## config.mk

```make
export PLATFORM = sky130hd
export DESIGN_NAME = dam_top
export DESIGN_NICKNAME = d
export VERILOG_FILES = /design/src/rtl/dam_blinker.v /design/src/rtl/dam_top.v
export VERILOG_INCLUDE_DIRS = /design/src /design/src/rtl
export SDC_FILE = /design/constraint.sdc
export NUM_CORES = 1
export LEC_CHECK = 0
export BUFFER_PORTS_ARGS = -buffer_cell sky130_fd_sc_hd__buf_2
export CELL_PAD_IN_SITES_DETAIL_PLACEMENT = 0
export CELL_PAD_IN_SITES_GLOBAL_PLACEMENT = 1
export CORE_UTILIZATION = 45
export CTS_CLUSTER_SIZE = 25
export DETAILED_ROUTE_END_ITERATION = 10
export GPL_ROUTABILITY_DRIVEN = 0
export PLACE_DENSITY = 0.78
export REMOVE_ABC_BUFFERS = 1
export SLEW_MARGIN = 20
export SYNTH_ARGS = -nofsm -noshare
export SYNTH_HDL_FRONTEND = slang
export SYNTH_SLANG_ARGS = --single-unit
```

## constraint.sdc

```tcl
create_clock -name clk -period 4.4 [get_ports clk]
set_input_delay 0.22 -clock clk [delete_from_list [all_inputs] [get_ports clk]]
set_output_delay 0.22 -clock clk [all_outputs]
set_load 0.03 [all_outputs]
```

## src/rtl/dam_consts.vh

```
`ifndef DAM_CONSTS_VH
`define DAM_CONSTS_VH

// ****************************************
// Alarm source indices
// ****************************************
`define DAM_N_SRC 9
`define DAM_SRC_HEAT 0
`define DAM_SRC_OVOLT 1
`define DAM_SRC_OSPD 2
`define DAM_SRC_OCUR 3
`define DAM_SRC_UVOLT 4
`define DAM_SRC_BRAKE 5
`define DAM_SRC_CAP 6
`define DAM_SRC_STORE 7
`define DAM_SRC_CPUP 8
// Sources clearable by the clear edge (brake taken as clearable)
`define DAM_CLR_MASK 9'h035

// ****************************************
// Blink counts
// ****************************************
`define DAM_BL_HEAT 4'h2
`define DAM_BL_OVOLT 4'h3
`define DAM_BL_OSPD 4'h4
`define DAM_BL_OCUR 4'h5
`define DAM_BL_UVOLT 4'h6
`define DAM_BL_BRAKE 4'h7
`define DAM_BL_NINE 4'h9
`define DAM_BL_NONE 4'h0

// ****************************************
// Timing in ms and in clock cycles
// ****************************************
`define DAM_CLK_HZ 50000000
`define DAM_ON_MS 200
`define DAM_OFF_MS 200
`define DAM_GAP_MS 1400
`define DAM_GAP_LONG_MS 3000
`define DAM_ON_CYC (`DAM_ON_MS * (`DAM_CLK_HZ / 1000))
`define DAM_OFF_CYC (`DAM_OFF_MS * (`DAM_CLK_HZ / 1000))
`define DAM_GAP_CYC (`DAM_GAP_MS * (`DAM_CLK_HZ / 1000))
`define DAM_GAP_LONG_CYC (`DAM_GAP_LONG_MS * (`DAM_CLK_HZ / 1000))
`endif

```

## src/rtl/dam_blinker.v

```verilog
`timescale 1ns/1ns
`include "dam_consts.vh"
module dam_blinker #(
  parameter ON_CYC = `DAM_ON_CYC,
  parameter OFF_CYC = `DAM_OFF_CYC,
  parameter GAP_CYC = `DAM_GAP_CYC,
  parameter GAP_LONG_CYC = `DAM_GAP_LONG_CYC
) (
  input wire clk,
  input wire rst,
  input wire [3:0] count,
  input wire long_gap,
  input wire steady,
  output reg lamp
);
  // ****************************************
  // Group sequencer
  // ****************************************
  localparam S_IDLE = 2'h0;
  localparam S_ON = 2'h1;
  localparam S_OFF = 2'h2;
  localparam S_GAP = 2'h3;
  reg [1:0] state_reg;
  reg [31:0] tmr_reg;
  reg [3:0] cnt_reg;
  wire [31:0] on_c = ON_CYC;
  wire [31:0] off_c = OFF_CYC;
  wire [31:0] gap_c = long_gap ? GAP_LONG_CYC : GAP_CYC;
  always @(posedge clk) begin
    if (rst) begin
      state_reg <= S_IDLE;
      tmr_reg <= 32'h0;
      cnt_reg <= 4'h0;
      lamp <= 1'b0;
    end else if (steady) begin
      state_reg <= S_IDLE;
      lamp <= 1'b1;
    end else begin
      tmr_reg <= tmr_reg + 32'h1;
      case (state_reg)
        S_IDLE: begin
          lamp <= 1'b0;
          tmr_reg <= 32'h0;
          if (count != `DAM_BL_NONE) begin
            state_reg <= S_ON;
            cnt_reg <= 4'h1;
            lamp <= 1'b1;
          end
        end
        S_ON: begin
          if (tmr_reg >= on_c - 32'h1) begin
            state_reg <= S_OFF;
            tmr_reg <= 32'h0;
            lamp <= 1'b0;
          end
        end
        S_OFF: begin
          if (tmr_reg >= off_c - 32'h1) begin
            tmr_reg <= 32'h0;
            if (cnt_reg >= count) begin
              state_reg <= S_GAP;
            end else begin
              state_reg <= S_ON;
              cnt_reg <= cnt_reg + 4'h1;
              lamp <= 1'b1;
            end
          end
        end
        default: begin
          // Longer pause set apart one nine-blink cause
          if (tmr_reg >= gap_c - 32'h1) begin
            state_reg <= S_IDLE;
            tmr_reg <= 32'h0;
          end
        end
      endcase
    end
  end
endmodule

```

## src/rtl/dam_top.v

```verilog
`timescale 1ns/1ns
`include "dam_consts.vh"
module dam_top #(
  parameter ON_CYC = `DAM_ON_CYC,
  parameter OFF_CYC = `DAM_OFF_CYC,
  parameter GAP_CYC = `DAM_GAP_CYC,
  parameter GAP_LONG_CYC = `DAM_GAP_LONG_CYC
) (
  input wire clk,
  input wire rst,
  input wire [`DAM_N_SRC-1:0] fault_detect,
  input wire cpu_error,
  input wire fault_clear_in,
  output wire fault_signal_out,
  output wire motor_current_en,
  output wire fault_indicator_lamp,
  output wire [`DAM_N_SRC-1:0] fault_latched
);
  // ****************************************
  // Clear edge detection
  // ****************************************
  reg clr_d_reg;
  reg cpu_reg;
  reg [`DAM_N_SRC-1:0] lat_reg;
  wire clr_edge = fault_clear_in & ~clr_d_reg;
  wire [`DAM_N_SRC-1:0] clr_mask = `DAM_CLR_MASK;
  // ****************************************
  // Latches, one per source
  // ****************************************
  genvar i;
  generate
    for (i = 0; i < `DAM_N_SRC; i = i + 1) begin : g_lat
      // Set wins over a clear edge in the same cycle
      always @(posedge clk) begin
        if (rst) begin
          lat_reg[i] <= 1'b0;
        end else if (fault_detect[i]) begin
          lat_reg[i] <= 1'b1;
        end else if (clr_edge && clr_mask[i]) begin
          lat_reg[i] <= 1'b0;
        end
      end
    end
  endgenerate
  always @(posedge clk) begin
    if (rst) begin
      clr_d_reg <= 1'b1;
      cpu_reg <= 1'b0;
    end else begin
      clr_d_reg <= fault_clear_in;
      if (cpu_error) begin
        cpu_reg <= 1'b1;
      end
    end
  end
  // ****************************************
  // Output and blink class
  // ****************************************
  reg ok_reg;
  always @(posedge clk) begin
    if (rst) begin
      ok_reg <= 1'b0;
    end else begin
      ok_reg <= ~((|lat_reg) | cpu_reg | (|fault_detect) | cpu_error);
    end
  end
  assign fault_signal_out = ok_reg;
  assign motor_current_en = ok_reg;
  assign fault_latched = lat_reg;
  reg [3:0] bl_count;
  // Lowest index wins when several are latched
  always @* begin
    bl_count = `DAM_BL_NONE;
    if (lat_reg[`DAM_SRC_HEAT]) begin
      bl_count = `DAM_BL_HEAT;
    end else if (lat_reg[`DAM_SRC_OVOLT]) begin
      bl_count = `DAM_BL_OVOLT;
    end else if (lat_reg[`DAM_SRC_OSPD]) begin
      bl_count = `DAM_BL_OSPD;
    end else if (lat_reg[`DAM_SRC_OCUR]) begin
      bl_count = `DAM_BL_OCUR;
    end else if (lat_reg[`DAM_SRC_UVOLT]) begin
      bl_count = `DAM_BL_UVOLT;
    end else if (lat_reg[`DAM_SRC_BRAKE]) begin
      bl_count = `DAM_BL_BRAKE;
    end else if (lat_reg[`DAM_SRC_CAP] | lat_reg[`DAM_SRC_STORE] |
                 lat_reg[`DAM_SRC_CPUP]) begin
      bl_count = `DAM_BL_NINE;
    end
  end
  wire long_gap = lat_reg[`DAM_SRC_CPUP] &
                  ~lat_reg[`DAM_SRC_CAP] & ~lat_reg[`DAM_SRC_STORE] &
                  (bl_count == `DAM_BL_NINE);
  dam_blinker #(
    .ON_CYC(ON_CYC),
    .OFF_CYC(OFF_CYC),
    .GAP_CYC(GAP_CYC),
    .GAP_LONG_CYC(GAP_LONG_CYC)
  ) u_blink (
    .clk(clk),
    .rst(rst),
    .count(bl_count),
    .long_gap(long_gap),
    .steady(cpu_reg),
    .lamp(fault_indicator_lamp)
  );
endmodule

```

# Word-level counts from Yosys, hierarchy flattened

Index checks and enable logic that the tools add are counted.

Register bits after elaboration: 51
Latch bits: 0
Bits in writable memories: 0
Bits in read-only memories: 0
Input bits: 13
Memories: 0

Add/subtract/negate cells: 3
$mul: 0
Divide/modulo/power cells: 0
Magnitude comparators: 3
Eq/ne operators: 10
Shift operators: 0
Muxes and demuxes: 32
Bitwise gates (word level): 14
Reduce and logical (&&, ||, !) cells: 16

Operators with widths:

| cell                  | count |
|---|---|
| $mux 32               | 2 |
| $pmux 32 s2           | 1 |
| $mux 4                | 10 |
| $add 32x1->32 const B | 1 |
| $ge 32x24->1 const B  | 1 |
| $ge 32x32->1          | 1 |
| $sub 32x1->32 const B | 1 |
| $mux 28               | 1 |
| $reduce_or 9->1       | 2 |
| $reduce_bool 4->1     | 3 |
| $mux 1                | 10 |
| $mux 2                | 5 |
| $reduce_bool 2->1     | 5 |
| $pmux 4 s2            | 1 |
| $reduce_and 4->1      | 2 |
| $ne 2x1->1 const B    | 3 |
| $ne 3x2->1 const B    | 2 |
| $pmux 2 s3            | 1 |
| $not 1->1             | 5 |
| $or 1x1->1            | 5 |
| $reduce_and 5->1      | 1 |
| $add 4x1->4 const B   | 1 |
| $and 1x1->1           | 4 |
| $eq 4x4->1 const B    | 1 |
| 8 further kinds       | 9 |

# Longest topological paths before layout

Word-level depth: 16
Gate-level depth with buffers: 15

# Cells and area by module

Synthesis repeated with hierarchy kept, for this count alone.

Cells, all modules: 372
Area, all modules: 3041.7 um^2

By module, submodules not included:

| module      | instances | cells an instance | area an instance (um^2) | seq. area each (um^2) |
|---|---|---|---|---|
| dam_blinker | 1         | 317               | 2580.0                  | 780.7 |
| dam_top     | 1         | 55                | 461.7                   | 240.2 |

# Least setup slack after synthesis

Ideal clock, no wire load.

Path kind: reg2reg
Start point: reg lat_reg[5] (netlist: fault_latched[5])
End point: reg u_blink.tmr_reg[19]
Library setup time: 0.115 ns
Data arrival time: 3.497 ns
Path slack: 0.788 ns
Stages on the path, launching flop included: 14
Path buffers: 2
Clock period less this slack: 3.612 ns
Cells stage by stage: dfxtp_1 > or4_1 > nor3_1 > nand3_1 > ha_1 > nand4_1 > or4_1 > nor3b_1 > a221o_1 > a211oi_2 > or2_1 > buf_6 > buf_8 > nor2_1

Cells in the longest elaborated chain, start to end: 13

Ends and longest elaborated chain:

| item                              | RTL line         | RTL |
|---|---|---|
| from (decl)                       | dam_top.v:24     | `` reg [`DAM_N_SRC-1:0] lat_reg; `` |
| from (signal, indexed assignment) | dam_top.v:36     | `lat_reg[i] <= 1'b0;` |
| from (signal, indexed assignment) | dam_top.v:38     | `lat_reg[i] <= 1'b1;` |
| from (signal, indexed assignment) | dam_top.v:40     | `lat_reg[i] <= 1'b0;` |
| $mux 4                            | dam_top.v:84     | `` end else if (lat_reg[`DAM_SRC_BRAKE]) begin `` |
| $mux 4                            | dam_top.v:82     | `` end else if (lat_reg[`DAM_SRC_UVOLT]) begin `` |
| $mux 4                            | dam_top.v:80     | `` end else if (lat_reg[`DAM_SRC_OCUR]) begin `` |
| $mux 4                            | dam_top.v:78     | `` end else if (lat_reg[`DAM_SRC_OSPD]) begin `` |
| $mux 4                            | dam_top.v:76     | `` end else if (lat_reg[`DAM_SRC_OVOLT]) begin `` |
| $mux 4                            | dam_top.v:74     | `` if (lat_reg[`DAM_SRC_HEAT]) begin `` |
| $eq 4x4->1 (no line)              | n/a              |  |
| $and 1x1->1                       | dam_top.v:91     | `` wire long_gap = lat_reg[`DAM_SRC_CPUP] & `` |
| $mux 28                           | dam_blinker.v:28 | `wire [31:0] gap_c = long_gap ? GAP_LONG_CYC : GAP_CYC;` |
| $sub 32x1->32                     | dam_blinker.v:71 | `if (tmr_reg >= gap_c - 32'h1) begin` |
| $ge 32x32->1                      | dam_blinker.v:71 |  |
| $mux 32                           | dam_blinker.v:71 |  |
| $pmux 32 s2                       | dam_blinker.v:40 | `case (state_reg)` |
| to (signal assigned)              | dam_blinker.v:39 | `tmr_reg <= tmr_reg + 32'h1;` |
| to (decl)                         | dam_blinker.v:24 | `reg [31:0] tmr_reg;` |

Every way passes these cells.
A chain may end at the register's enable or synchronous reset.

# Final worst setup path

Start point: reg lat_reg[5] (netlist: fault_latched[5])
End point: reg u_blink.tmr_reg[25]

Same word-level chain as after synthesis.

==> results by group <==
Critical path
  • Slowest stage cell, crit path: or4_1
  • Crit path cell chain: or4_1, nor3_1, nand3_1, ha_1, nand4_1, or4_1, nor3b_1, a221o_1, a211oi_2, or2_1, buf_4, nor3_1
  • Crit Path Class: flip-flop to flip-flop
  • Setup slack on the worst flop-to-flop path: 0.46 ns
  • Critical Path End Type: flip-flop
  • Max FO, Critical Path: 26
  • Crit path largest cell delay: 0.57 ns
  • Worst Path Arrival: 4.12 ns
  • Worst Setup Start Kind: flip-flop
  • Worst EP required: 4.59 ns

Clock tree
  • Clock sinks: 51
  • Setup bufs post-CTS: 0
  • Root buffer cell: clkbuf_8
  • H-tree depth: 2
  • Clock Latency Late Sink: 0.31 ns
  • Resized Gates After CTS: 0
  • CTS tree: done
  • Hold Buf Count CTS: 0
  • Clk buf depth: 2
  • Num CTS Buffers: 5
  • Worst-path clk slew: 0.10 ns

Global route
  • Grt total ovfl: 0
  • Pin count of the biggest net entering global routing: 27
  • Vias in the first global route: 2312
  • Initial antenna violation count: 0
  • First-pass GRT wire length: 10.8 mm
  • Tot GR Track Use: 0.209

Logic synthesis
  • Syn Std Cell Area: 0.00286 mm2
  • Sequential fraction of the synthesis area: 0.357
  • Synth area leader: dfxtp_1
  • Synth Register Bits: 51
  • Main flop type after synthesis: dfxtp_1
  • Syn avg cell area: 8.24 um2
  • Netlist cell types: 54
  • Synth Instances: 347
  • YS warnings: 0
  • Top cells by area, synth: dfxtp_1 36%, ha_1 9.2%, nor2_1 7.9%
  • Post-synth EDFFs: 0
  • Area share of the largest cell type after synthesis: 0.357
  • FFs w/ async S/R, synth: 0

Drt
  • Vias: 2511
  • Wirelength per Cell: 14.0 um
  • Initial DRC count: 110
  • Met2 WL: 2.76 mm
  • Wire length on met1: 3.27 mm
  • DR top layer: met4
  • Total iterations of the first detailed-routing run: 4
  • WL met3: 134 um
  • Total Wirelength: 6.19 mm
  • Antenna Violating Nets Remaining: 0
  • Post-DR vias/cell: 5.67
  • Residual DRC count: 0

Run status
  • Status: complete, no violations

Die
  • Cell Rows: 28
  • Total I/O pin count: 25
  • Width of the chip: 81.7 um
  • Die boundary height: 81.7 um
  • Area of the die: 0.00668 mm2
  • Starting density of the core: 0.474
  • Core area: 0.00603 mm2

Finish
  • Filler Cell Count: 597
  • Ant diodes: 0
  • Area delta synth->final: 7.96%
  • Commonest non-fill, non-tap cell in the layout: nor2_1
  • Fin nets: 401
  • Commonest cells after routing, fill and taps aside: 60 x nor2_1, 51 x dfxtp_1, 24 x buf_2
  • Layout cells sized above 1: 0.109
  • Max reg flops: 32

STA
  • Post-route setup slack: 0.461 ns
  • Worst slew pin tran: 0.906 ns
  • F_max: 254 MHz
  • Final Hold Vio Count: 0
  • RSZ-0062 raised after global routing: false
  • Pins Over Slew Limit: 0
  • Final setup vio count: 0
  • Setup_tns: 0 ns
  • Tcrit/Tclk final: 0.895
  • Slew margin rel.: 0.391
  • Clk_skew: 0.0101 ns
  • Final min period: 3.94 ns

Placement
  • DP Worst Slack: 0.434 ns
  • Port bufs: 24
  • Hpwl dp: 4.61 mm

Run
  • MaxCap Viol Count: 0

Power
  • Pwr Density: 337 mW/mm2
  • Leakage: 1.23 nW
  • VDD IR max: 173 uV

Min path
  • Worst hold-check path type: input pin to flip-flop
## cell type report
cell class | instances | area, um2 | share of cell area
clock buffers | 6 | 72.6 | 0.0235
clock inverters | 2 | 12.5 | 0.00405
inverters | 10 | 37.5 | 0.0122
multi-input cells | 274 | 1720 | 0.558
flip-flops and latches | 51 | 1020 | 0.331
well taps | 75 | 93.8 | 0.0304
repair buffers | 25 | 128 | 0.0413
## power by group
part	switching [mW]	total (mW)	internal (mW)
registers	0.0278	0.513	0.485
logic	0.161	0.260	0.0994
clock network	0.155	0.266	0.112
## per-stage QoR
step | hold WS, ns | area [um2] | util | total power [mW] | cells
floorplan | 0.292 | 2780 | - | 0.706 | 335
global placement | 0.427 | 3000 | 0.498 | 0.780 | 435
detailed placement | 0.433 | 3000 | 0.498 | 0.784 | 435
CTS | 0.112 | 3090 | 0.512 | 1.05 | 443
global route | 0.121 | 3090 | 0.512 | 1.10 | 443
finish | 0.124 | 3090 | 0.512 | 1.04 | 443
## routing by layer
metal	track usage	vias up
met5	0	-
met2	0.341	26
met1	0.286	1180
met3	0.0333	2
li1	-	1303
met4	0.0526	0
## cells by family after synthesis
group	Yosys count	synth area share
simple gates	173	0.298
compound gates	57	0.142
flops	51	0.357
xor+xnor	22	0.0674
buf+inv	22	0.0407
fa+ha+maj	21	0.0919
mux	1	0.00350
## Yosys cell counts (all sizes together), types with 2 or more instances
master   count
a2111oi      2
a211oi       3
a21o         2
a21oi       17
a221o        2
a221oi       2
a22oi        2
a311oi       2
a31o         2
and3        10
and4         2
buf          5
clkbuf       7
dfxtp       51
ha          21
inv         10
nand2       23
nand2b       3
nand3       19
nand4       12
nand4b       3
nor2        60
nor3        18
nor3b        2
nor4        11
o211ai       2
o21ai        9
or2          4
or4          2
xnor2        2
xor2        20
## worst max-delay path, delay by kind of cell, from the launching register on
family / cells / cell delay (ns)
and+or+nand+nor: 8 / 2.12
AOI/OAI and AO/OA: 2 / 0.64
adders and majority gates: 1 / 0.43
DFF: 1 / 0.35
buffers and inverters: 1 / 0.27
## final timing paths
path / from / end / cells after the start
worst max register to register: fault_latched[5]$_SDFFE_PP0P_ / u_blink.tmr_reg[25]$_SDFFE_PP0N_ / 12
worst min register to register: u_blink.cnt_reg[3]$_SDFFE_PP0P_ / u_blink.cnt_reg[3]$_SDFFE_PP0P_ / 1
worst min-delay path: fault_clear_in / clr_d_reg$_SDFF_PP1_ / 2
worst max-delay path: fault_latched[5]$_SDFFE_PP0P_ / u_blink.tmr_reg[25]$_SDFFE_PP0N_ / 12
Note: power is estimated with default switching activity, not from simulation.
